[src/rtl/nafp_cfg.svh]
`ifndef NAFP_CFG_SVH
`define NAFP_CFG_SVH
// How it works
// - the arithmetic unit takes 4-bit operands, gives 4-bit result, carry and zero
// - the working register feeds one operand and takes the result
// - addition carry is the carry out of the top sum bit
// - subtraction adds the two's complement; carry 1 means no borrow
// - zero detect is 1 when result or moved value is all zero
// - condition register: carry bit 3, zero bit 2, status bit 1, general bit 0
// - interrupt acceptance saves all flags; return from interrupt restores them
// - carry flag is carry-in for add-with-carry and non-borrow for subtract-with-carry
// - rotates load the carry flag with the bit shifted out
// - zero flag takes zero detect only on instructions that update it
// - status flag set every instruction, default 1, cleared on instruction conditions
// - branch is taken only while the status flag is 1
// - status flag forced to 1 at reset and after interrupt flag save
// - general flag is a user bit: set, clear and test
// - ports are selected by a separate 5-bit address space, 0 to 31
// - each port instruction reaches only its own set of port addresses, except OUTB, which writes P1 and P2 at any address
// - output ports hold written data in latches; inputs read pins unlatched
// - peripheral status inputs are read through ports, apart from the status flag
`define NAFP_DATA_W 4
`define NAFP_ADDR_W 5
`define NAFP_BIDIR_N 6
`define NAFP_ACC_RST 4'h0
`define NAFP_FLAGS_RST 4'h2
`define NAFP_LATCH_RST 4'hF
`define NAFP_ZERO4 4'h0
`define NAFP_ONE4 4'h1
`define NAFP_PA_KEY_P1 5'h00
`define NAFP_PA_P1 5'h01
`define NAFP_PA_P2 5'h02
`define NAFP_PA_BIDIR_LO 5'h04
`define NAFP_PA_BIDIR_HI 5'h09
`define NAFP_PA_SCAN_HI 5'h07
`define NAFP_PA_STATUS 5'h0E
`define NAFP_PA_P2P1 5'h11
`define NAFP_MSB 3
`define NAFP_LSB 0
`define NAFP_SYNC_W 2
`endif

[src/rtl/nafp_pkg.sv]
package nafp_pkg;
    typedef enum logic [4:0] {
        NAFP_OP_NOP = 5'h00,
        NAFP_OP_LOAD = 5'h01,
        NAFP_OP_ADD = 5'h02,
        NAFP_OP_ADD_WITH_CARRY = 5'h03,
        NAFP_OP_SUBR = 5'h04,
        NAFP_OP_REVERSE_SUBTRACT_WITH_CARRY = 5'h05,
        NAFP_OP_AND = 5'h06,
        NAFP_OP_OR = 5'h07,
        NAFP_OP_XOR = 5'h08,
        NAFP_OP_ROTL = 5'h09,
        NAFP_OP_ROTR = 5'h0A,
        NAFP_OP_SETGF = 5'h0B,
        NAFP_OP_CLRGF = 5'h0C,
        NAFP_OP_TESTGF = 5'h0D,
        NAFP_OP_IN = 5'h0E,
        NAFP_OP_OUT = 5'h0F,
        NAFP_OP_OUTK = 5'h10,
        NAFP_OP_SETP = 5'h11,
        NAFP_OP_CLRP = 5'h12,
        NAFP_OP_TESTP = 5'h13,
        NAFP_OP_OUTB = 5'h14,
        NAFP_OP_BRANCH = 5'h15,
        NAFP_OP_RETURN_FROM_INTERRUPT = 5'h16
    } nafp_op_type;

    // bit 3 carry, bit 2 zero, bit 1 status, bit 0 general
    typedef struct packed {
        logic carry_flag;
        logic zero_flag;
        logic status_flag;
        logic general_flag;
    } nafp_flags_type;

    typedef struct packed {
        nafp_op_type op;
        logic [3:0] operand;
        logic [3:0] operand_hi;
        logic [4:0] port_addr;
        logic [1:0] bit_sel;
    } nafp_req_type;
endpackage

[src/rtl/nafp_alu.sv]
`timescale 1ns/100ps
`include "nafp_cfg.svh"

module nafp_alu import nafp_pkg::*; #(
    parameter int DATA_W = `NAFP_DATA_W,
    parameter int BIDIR_N = `NAFP_BIDIR_N
) (
    input wire logic i_ref_clk,
    input wire logic i_sys_rst,
    input wire logic i_exec,
    input wire nafp_req_type i_req,
    input wire logic i_int_accept,
    input wire nafp_flags_type i_stack_flags,
    input wire logic [DATA_W-1:0] i_key_input_port,
    input wire logic [BIDIR_N*DATA_W-1:0] i_bidir_pins,
    input wire logic [DATA_W-1:0] i_periph_status,
    output logic [DATA_W-1:0] o_working_register,
    output nafp_flags_type o_flags,
    output nafp_flags_type o_saved_flags,
    output logic o_saved_valid,
    output logic o_branch_taken,
    output logic o_done,
    output logic [DATA_W-1:0] o_low_output_port,
    output logic [DATA_W-1:0] o_high_output_port,
    output logic [BIDIR_N*DATA_W-1:0] o_bidir_latch
);

    // sum with carry out: bit DATA_W is the carry
    function automatic logic [DATA_W:0] add_c(
        input logic [DATA_W-1:0] a,
        input logic [DATA_W-1:0] b,
        input logic cin
    );
        add_c = {1'b0, a} + {1'b0, b} + {{DATA_W{1'b0}}, cin};
    endfunction

    // port address falls on one of the bidirectional ports
    function automatic logic in_bidir(input logic [`NAFP_ADDR_W-1:0] pa);
        in_bidir = (pa >= `NAFP_PA_BIDIR_LO) && (pa <= `NAFP_PA_BIDIR_HI);
    endfunction

    // which port addresses each instruction reaches
    function automatic logic port_ok(input nafp_op_type op, input logic [`NAFP_ADDR_W-1:0] pa);
        logic bidir;
        logic scan;
        bidir = in_bidir(pa);
        scan = (pa >= `NAFP_PA_BIDIR_LO) && (pa <= `NAFP_PA_SCAN_HI);
        case (op)
            NAFP_OP_IN: port_ok = (pa == `NAFP_PA_KEY_P1) || (pa == `NAFP_PA_P1) || (pa == `NAFP_PA_P2)
                || bidir || (pa == `NAFP_PA_STATUS);
            NAFP_OP_OUT, NAFP_OP_OUTK: port_ok = (pa == `NAFP_PA_KEY_P1) || (pa == `NAFP_PA_P1)
                || (pa == `NAFP_PA_P2) || bidir;
            NAFP_OP_SETP, NAFP_OP_CLRP: port_ok = (pa == `NAFP_PA_P1) || (pa == `NAFP_PA_P2) || bidir
                || scan;
            NAFP_OP_TESTP: port_ok = (pa == `NAFP_PA_KEY_P1) || (pa == `NAFP_PA_P1)
                || (pa == `NAFP_PA_P2) || bidir || (pa == `NAFP_PA_STATUS);
            default: port_ok = 1'b0;
        endcase
    endfunction

    logic [DATA_W-1:0] acc_ff;
    logic [DATA_W-1:0] nxt_acc;
    nafp_flags_type flags_ff;
    nafp_flags_type nxt_flags;
    nafp_flags_type saved_ff;
    logic saved_valid_ff;
    logic branch_ff;
    logic done_ff;
    logic [DATA_W-1:0] p1_ff;
    logic [DATA_W-1:0] p2_ff;
    logic [DATA_W-1:0] nxt_p1;
    logic [DATA_W-1:0] nxt_p2;
    logic [DATA_W-1:0] bidir_ff [BIDIR_N];
    logic [DATA_W-1:0] nxt_bidir [BIDIR_N];
    logic [DATA_W-1:0] key_s1_ff;
    logic [DATA_W-1:0] key_s2_ff;
    logic [BIDIR_N*DATA_W-1:0] pins_s1_ff;
    logic [BIDIR_N*DATA_W-1:0] pins_s2_ff;
    logic [DATA_W:0] sum;
    logic [DATA_W-1:0] port_rd;
    logic [DATA_W-1:0] port_wr;
    logic [DATA_W-1:0] bit_mask;
    logic port_sel_ok;
    logic do_port_write;
    logic [2:0] bidir_idx;
    logic is_bidir;

    // two-stage synchronisers for pins, inputs are never latched beyond this
    always_ff @(posedge i_ref_clk) begin
        key_s1_ff <= i_key_input_port;
        key_s2_ff <= key_s1_ff;
    end

    always_ff @(posedge i_ref_clk) begin
        pins_s1_ff <= i_bidir_pins;
        pins_s2_ff <= pins_s1_ff;
    end

    assign is_bidir = in_bidir(i_req.port_addr);
    assign bidir_idx = 3'(i_req.port_addr - `NAFP_PA_BIDIR_LO);
    assign port_sel_ok = port_ok(i_req.op, i_req.port_addr);
    assign bit_mask = DATA_W'(`NAFP_ONE4 << i_req.bit_sel);

    // port read mux
    always_comb begin
        port_rd = `NAFP_ZERO4;
        if (port_sel_ok) begin
            case (i_req.port_addr)
                `NAFP_PA_KEY_P1: port_rd = key_s2_ff;
                `NAFP_PA_P1: port_rd = p1_ff;
                `NAFP_PA_P2: port_rd = p2_ff;
                `NAFP_PA_STATUS: port_rd = i_periph_status;
                default: begin
                    if (is_bidir) begin
                        port_rd = pins_s2_ff[bidir_idx*DATA_W +: DATA_W];
                    end
                end
            endcase
        end
    end

    // value written to the selected output latch
    always_comb begin
        port_wr = acc_ff;
        do_port_write = 1'b0;
        case (i_req.op)
            NAFP_OP_OUT: begin
                port_wr = acc_ff;
                do_port_write = port_sel_ok;
            end
            NAFP_OP_OUTK: begin
                port_wr = i_req.operand;
                do_port_write = port_sel_ok;
            end
            NAFP_OP_SETP: begin
                port_wr = port_rd_latch(i_req.port_addr) | bit_mask;
                do_port_write = port_sel_ok;
            end
            NAFP_OP_CLRP: begin
                port_wr = port_rd_latch(i_req.port_addr) & ~bit_mask;
                do_port_write = port_sel_ok;
            end
            default: begin
                port_wr = acc_ff;
                do_port_write = 1'b0;
            end
        endcase
    end

    // latch contents of an output port, for read-modify-write bit ops
    function automatic logic [DATA_W-1:0] port_rd_latch(input logic [`NAFP_ADDR_W-1:0] pa);
        logic [2:0] idx;
        idx = 3'(pa - `NAFP_PA_BIDIR_LO);
        if (pa == `NAFP_PA_P1) begin
            port_rd_latch = p1_ff;
        end else if (pa == `NAFP_PA_P2) begin
            port_rd_latch = p2_ff;
        end else if (in_bidir(pa)) begin
            port_rd_latch = bidir_ff[idx];
        end else begin
            port_rd_latch = `NAFP_ZERO4;
        end
    endfunction

    // output latch next values; unmapped writes change nothing, but OUTB loads both paired latches at any address
    always_comb begin
        nxt_p1 = p1_ff;
        nxt_p2 = p2_ff;
        for (int k = 0; k < BIDIR_N; k++) begin
            nxt_bidir[k] = bidir_ff[k];
        end
        if (i_exec && !i_int_accept) begin
            if (do_port_write) begin
                if ((i_req.port_addr == `NAFP_PA_KEY_P1) || (i_req.port_addr == `NAFP_PA_P1)) begin
                    nxt_p1 = port_wr;
                end else if (i_req.port_addr == `NAFP_PA_P2) begin
                    nxt_p2 = port_wr;
                end else if (is_bidir) begin
                    nxt_bidir[bidir_idx] = port_wr;
                end
            end
            if (i_req.op == NAFP_OP_OUTB) begin
                nxt_p1 = i_req.operand; // 8-bit table output through the paired port
                nxt_p2 = i_req.operand_hi;
            end
        end
    end

    // arithmetic unit and flag update
    always_comb begin
        nxt_acc = acc_ff;
        nxt_flags = flags_ff;
        sum = add_c(acc_ff, i_req.operand, 1'b0);
        if (i_int_accept) begin
            nxt_flags.status_flag = 1'b1;
        end else if (i_exec) begin
            nxt_flags.status_flag = 1'b1;
            case (i_req.op)
                NAFP_OP_LOAD: begin
                    nxt_acc = i_req.operand;
                    nxt_flags.zero_flag = (i_req.operand == `NAFP_ZERO4);
                end
                NAFP_OP_ADD, NAFP_OP_ADD_WITH_CARRY: begin
                    sum = add_c(acc_ff, i_req.operand,
                        (i_req.op == NAFP_OP_ADD_WITH_CARRY) ? flags_ff.carry_flag : 1'b0);
                    nxt_acc = sum[DATA_W-1:0];
                    nxt_flags.zero_flag = (sum[DATA_W-1:0] == `NAFP_ZERO4);
                    if (i_req.op == NAFP_OP_ADD_WITH_CARRY) begin
                        nxt_flags.carry_flag = sum[DATA_W];
                    end
                    nxt_flags.status_flag = ~sum[DATA_W];
                end
                NAFP_OP_SUBR, NAFP_OP_REVERSE_SUBTRACT_WITH_CARRY: begin
                    sum = add_c(i_req.operand, ~acc_ff,
                        (i_req.op == NAFP_OP_REVERSE_SUBTRACT_WITH_CARRY) ? flags_ff.carry_flag : 1'b1);
                    nxt_acc = sum[DATA_W-1:0];
                    nxt_flags.zero_flag = (sum[DATA_W-1:0] == `NAFP_ZERO4);
                    if (i_req.op == NAFP_OP_REVERSE_SUBTRACT_WITH_CARRY) begin
                        nxt_flags.carry_flag = sum[DATA_W];
                    end
                    nxt_flags.status_flag = sum[DATA_W];
                end
                NAFP_OP_AND, NAFP_OP_OR, NAFP_OP_XOR: begin
                    case (i_req.op)
                        NAFP_OP_AND: nxt_acc = acc_ff & i_req.operand;
                        NAFP_OP_OR: nxt_acc = acc_ff | i_req.operand;
                        default: nxt_acc = acc_ff ^ i_req.operand;
                    endcase
                    nxt_flags.zero_flag = (nxt_acc == `NAFP_ZERO4);
                    nxt_flags.status_flag = (nxt_acc != `NAFP_ZERO4);
                end
                NAFP_OP_ROTL: begin
                    nxt_acc = {acc_ff[DATA_W-2:0], flags_ff.carry_flag};
                    nxt_flags.carry_flag = acc_ff[`NAFP_MSB];
                    nxt_flags.status_flag = ~acc_ff[`NAFP_MSB];
                end
                NAFP_OP_ROTR: begin
                    nxt_acc = {flags_ff.carry_flag, acc_ff[DATA_W-1:1]};
                    nxt_flags.carry_flag = acc_ff[`NAFP_LSB];
                    nxt_flags.status_flag = ~acc_ff[`NAFP_LSB];
                end
                NAFP_OP_SETGF: begin
                    nxt_flags.general_flag = 1'b1;
                end
                NAFP_OP_CLRGF: begin
                    nxt_flags.general_flag = 1'b0;
                end
                NAFP_OP_TESTGF: begin
                    nxt_flags.status_flag = flags_ff.general_flag;
                end
                NAFP_OP_IN: begin
                    nxt_acc = port_rd;
                    nxt_flags.zero_flag = (port_rd == `NAFP_ZERO4);
                end
                NAFP_OP_TESTP: begin
                    nxt_flags.status_flag = |(port_rd & bit_mask);
                end
                NAFP_OP_RETURN_FROM_INTERRUPT: begin
                    nxt_flags = i_stack_flags;
                end
                default: begin
                    nxt_acc = acc_ff;
                end
            endcase
        end
    end

    always_ff @(posedge i_ref_clk) begin
        if (i_sys_rst) begin
            acc_ff <= `NAFP_ACC_RST;
        end else begin
            acc_ff <= nxt_acc;
        end
    end

    always_ff @(posedge i_ref_clk) begin
        if (i_sys_rst) begin
            flags_ff <= `NAFP_FLAGS_RST;
        end else begin
            flags_ff <= nxt_flags;
        end
    end

    // flag save on interrupt acceptance, before status is forced
    always_ff @(posedge i_ref_clk) begin
        if (i_sys_rst) begin
            saved_ff <= `NAFP_FLAGS_RST;
            saved_valid_ff <= 1'b0;
        end else begin
            saved_valid_ff <= i_int_accept;
            if (i_int_accept) begin
                saved_ff <= flags_ff;
            end
        end
    end

    // branch decision uses the flag left by the previous instruction
    always_ff @(posedge i_ref_clk) begin
        if (i_sys_rst) begin
            branch_ff <= 1'b0;
            done_ff <= 1'b0;
        end else begin
            branch_ff <= i_exec && !i_int_accept && (i_req.op == NAFP_OP_BRANCH) && flags_ff.status_flag;
            done_ff <= i_exec && !i_int_accept;
        end
    end

    always_ff @(posedge i_ref_clk) begin
        if (i_sys_rst) begin
            p1_ff <= `NAFP_LATCH_RST;
            p2_ff <= `NAFP_LATCH_RST;
        end else begin
            p1_ff <= nxt_p1;
            p2_ff <= nxt_p2;
        end
    end

    always_ff @(posedge i_ref_clk) begin
        for (int k = 0; k < BIDIR_N; k++) begin
            if (i_sys_rst) begin
                bidir_ff[k] <= `NAFP_LATCH_RST;
            end else begin
                bidir_ff[k] <= nxt_bidir[k];
            end
        end
    end

    always_comb begin
        for (int k = 0; k < BIDIR_N; k++) begin
            o_bidir_latch[k*DATA_W +: DATA_W] = bidir_ff[k];
        end
    end

    assign o_working_register = acc_ff;
    assign o_flags = flags_ff;
    assign o_saved_flags = saved_ff;
    assign o_saved_valid = saved_valid_ff;
    assign o_branch_taken = branch_ff;
    assign o_done = done_ff;
    assign o_low_output_port = p1_ff;
    assign o_high_output_port = p2_ff;

endmodule // nafp_alu

[config.mk]
export PLATFORM = sky130hd
export DESIGN_NAME = nafp_alu
export DESIGN_NICKNAME = d
export VERILOG_FILES = /design/src/rtl/nafp_pkg.sv /design/src/rtl/nafp_alu.sv
export VERILOG_INCLUDE_DIRS = /design/src /design/src/rtl
export SDC_FILE = /design/constraint.sdc
export NUM_CORES = 1
export LEC_CHECK = 0
export ABC_AREA = 1
export BUFFER_PORTS_ARGS = -buffer_cell sky130_fd_sc_hd__buf_4
export CAP_MARGIN = 40
export CORE_AREA = 5 5 98 100
export DETAILED_ROUTE_END_ITERATION = 8
export DIE_AREA = 0 0 103 105
export PLACE_DENSITY_LB_ADDON = 0.15
export SLEW_MARGIN = 0
export SYNTH_ARGS = -nofsm -noshare
export SYNTH_HDL_FRONTEND = slang
export SYNTH_SLANG_ARGS = --single-unit
export TNS_END_PERCENT = 1
[constraint.sdc]
create_clock -name i_ref_clk -period 5.3 [get_ports i_ref_clk]
set_clock_uncertainty 0.15 [all_clocks]
set_input_delay 1.06 -clock i_ref_clk [delete_from_list [all_inputs] [get_ports i_ref_clk]]
set_output_delay 1.06 -clock i_ref_clk [all_outputs]
set_load 0.1 [all_outputs]
==> impl_metrics.json <==
{
  "clock_sinks": 103,
  "hold_viol": 0,
  "grt_overflow": 0,
  "p_leak_uw": 0.002955,
  "synth_top_cell_by_area": "dfxtp_1",
  "crit_top_cell": "nand2_1",
  "worst_slack_ns": 1.719,
  "dieArea_sq_mm": 0.01082,
  "syn_area_sq_mm": 0.004908,
  "max-slew-margin-rel": 0.6182,
  "fp.dieH_microns": 105,
  "antenna_found_initial": 0,
  "port_buffers": 106,
  "synth_seq_cells": 103,
  "yosys.area_share.xor_xnor": 0.005353,
  "highest_layer": "met4",
  "path_delay_family": "simple AND/OR/NAND/NOR gates",
  "synth_compound_area_frac": 0.1226,
  "path_cells": "buf_4 -> inv_1 -> nor2_1 -> nand2_1 -> nor2_1 -> nand2_1 -> fa_1 -> fa_1 -> or2_2 -> nor4_1 -> nor2_1 -> nand2_1 -> inv_1 -> nand3_1 -> nand2_1 -> inv_1",
  "clock_latency_ns": 0.39,
  "grt_pass1_wl_mm": 24.98,
  "setup_viol": 0,
  "initial_core_util": 0.5712,
  "fp.dieW_microns": 103,
  "cp.arrival_ns": 3.76,
  "yosys_warnings": 0,
  "max_slew.worst_pin.slew_ns": 0.5708,
  "first_pass_iters": 6,
  "path_buf_inv": 4,
  "cap_violations": 0,
  "worstSetupEndpointType": "flop",
  "via_per_inst": 5.731,
  "seq_area_frac_synth": 0.4201,
  "critPathSlowestCell": "fa_1",
  "htree_num_levels": 3,
  "placed_area_sq_mm": 0.005809,
  "synth_top_family_by_area": "simple AND/OR/NAND/NOR gates",
  "multi_input_area_sq_mm": 0.002535,
  "grt_max_degree": 24,
  "seqCellArea_sq_mm": 0.002062,
  "routedWlPerCell_microns": 16.92,
  "reg2reg_depth": 11,
  "synth_most_common_cell": "nand2_1",
  "dr_wl_met2_mm": 7.443,
  "core-area_sq_mm": 0.008593,
  "area_growth_pct": 22.74,
  "io_pins": 107,
  "dr_wl_met3_mm": 1.427,
  "place_ws_ns": 1.383,
  "utilization": 0.7011,
  "clkTransAtPathRegs_ns": 0.13,
  "hold_buffers": 0,
  "root_buffer": "clkbuf_8",
  "wirelength_mm": 15.36,
  "p_per_area_mw_per_mm2": 254.9,
  "nFillCells": 697,
  "cp-start-kind": "input port",
  "period_share": 0.6757,
  "rows": 34,
  "fin_crit_ns": 3.581,
  "place_congestion": 0.9737,
  "dp_hpwl_mm": 11.91,
  "synth_area_leaders": "dfxtp_1 (42%), nand2_1 (17%), nand3_1 (6.0%)",
  "dpl.cell_count": 892,
  "cts-buffers-inserted": 9,
  "status": "completed",
  "drive_above_1_share": 0.2125,
  "synthCells": 687,
  "path_max_fanout": 6,
  "track_usage": 0.2886,
  "crit_path_max_incr_delay_ns": 0.46,
  "cp_data_required_time_ns": 5.48,
  "async_flop_share": 0,
  "vias": 5204,
  "synthSimpleGateAreaFrac": 0.3441,
  "mappedNetlistNets": 762,
  "stdcell_count": 908,
  "crit_cells": 16,
  "synth_fa_ha_area_frac": 0.04435,
  "cts_setup_buffers": 0,
  "drt_iter0_drc": 465,
  "n_antenna_cell": 0,
  "nets": 870,
  "drc": 0,
  "met1_length_mm": 5.764,
  "stdcell_area_sq_mm": 0.006025,
  "hold_class": "reg -> reg",
  "muxShareOfSynthArea": 0,
  "rsz0062_at_grt": "no",
  "cts_max_path_buffers": 2,
  "cts_tree": "done",
  "synth_edf_count": 0,
  "fmax_mhz": 279.2,
  "slew_violations": 0,
  "finalSetupTns_ns": 0,
  "synth_commonest_cells": "nand2_1 (224), dfxtp_1 (103), nand3_1 (59), nor2_1 (59), inv_1 (52)",
  "postRouteAntennaNets": 0,
  "avgSynthCellArea_sq_um": 7.145,
  "worstHoldPathCells": 0,
  "ys_types": 42,
  "synth_ff_type": "dfxtp_1",
  "yosysTopAreaCellShare": 0.4201,
  "critPathKind": "in -> reg",
  "ir_drop_mv": 0.2083,
  "post_cts_resized": 0,
  "grt_pass1_vias": 5074
}
==> power by group <==
group | switching [uW] | internal [uW] | total (uW) | leakage [uW]
logic | 149 | 75.4 | 224 | 0.00200
registers | 8.84 | 800 | 808 | 0.000853
clock network | 312 | 191 | 503 | 0.000105
total | 469 | 1070 | 1540 | 0.00295
==> cell usage in the layout, fill, tap and decap left out, types with 4 or more instances in the layout <==
cell and instances:
inv_1 52, a21oi_1 35, nand2_1 224, inv_2 17, o211ai_1 5, ha_1 11, or2_1 6, buf_4 106
nor2_1 59, o22ai_1 10, nand4_1 6, fa_1 4, clkbuf_8 9, o21ai_0 17, nand2_2 5, nand3_1 59
dfxtp_1 103, o21ai_2 5, o21ai_1 12, nor2_2 7
==> path summary, 6_finish.rpt <==
path | startpoint | to | slack (ns)
setup reg to reg | o_working_register[0] | o_flags[2] | 2.46
hold reg to reg | key_s1_ff[0] | key_s2_ff[0] | 0.16
hold / removal | key_s1_ff[0] | key_s2_ff[0] | 0.16
setup / recovery | i_req[15] | o_flags[2] | 1.72
==> final cells by class <==
cell class	count	share of cell area
Clock inverter	7	0.01516
Timing Repair Buffer	107	0.1346
Multi-Input combinational cell	503	0.4208
Clock buffer	9	0.02056
Inverter	71	0.04424
Sequential cell	103	0.3423
Tap cell	108	0.02243
==> kinds of logic after synthesis <==
family                     after synthesis
AOI/OAI and AO/OA                       99
xor gates and xnor gates                 3
adders and majority gates               15
buffers and inverters                   81
DFF                                    103
and+or+nand+nor                        386
==> routing by layer <==
| metal | vias to the layer above | GRT usage |
|---|---|---|
| met5 | - | 0 |
| met4 | 0 | 0.1240 |
| met3 | 83 | 0.05663 |
| met2 | 352 | 0.4858 |
| met1 | 2327 | 0.3536 |
| li1 | 2442 | - |
==> state kept, by name (all words and copies together) (netlist names) <==
name,cells
key_s2_ff,4
o_flags,4
pins_s2_ff,24
o_low_output_port,4
bidir_ff,24
o_done,1
o_saved_valid,1
o_branch_taken,1
o_working_register,4
o_high_output_port,4
o_saved_flags,4
key_s1_ff,4
pins_s1_ff,24
==> stage by stage <==
step / hold WS [ns] / power, uW
2_1_floorplan: 0.1596 / 959.5
3_3_place_gp: 0.1603 / 1038
3_5_place_dp: 0.1621 / 1044
4_1_cts: 0.1694 / 1541
5_1_grt: 0.1638 / 1598
6_report: 0.1627 / 1536
Note: power is estimated with default switching activity, not from simulation.
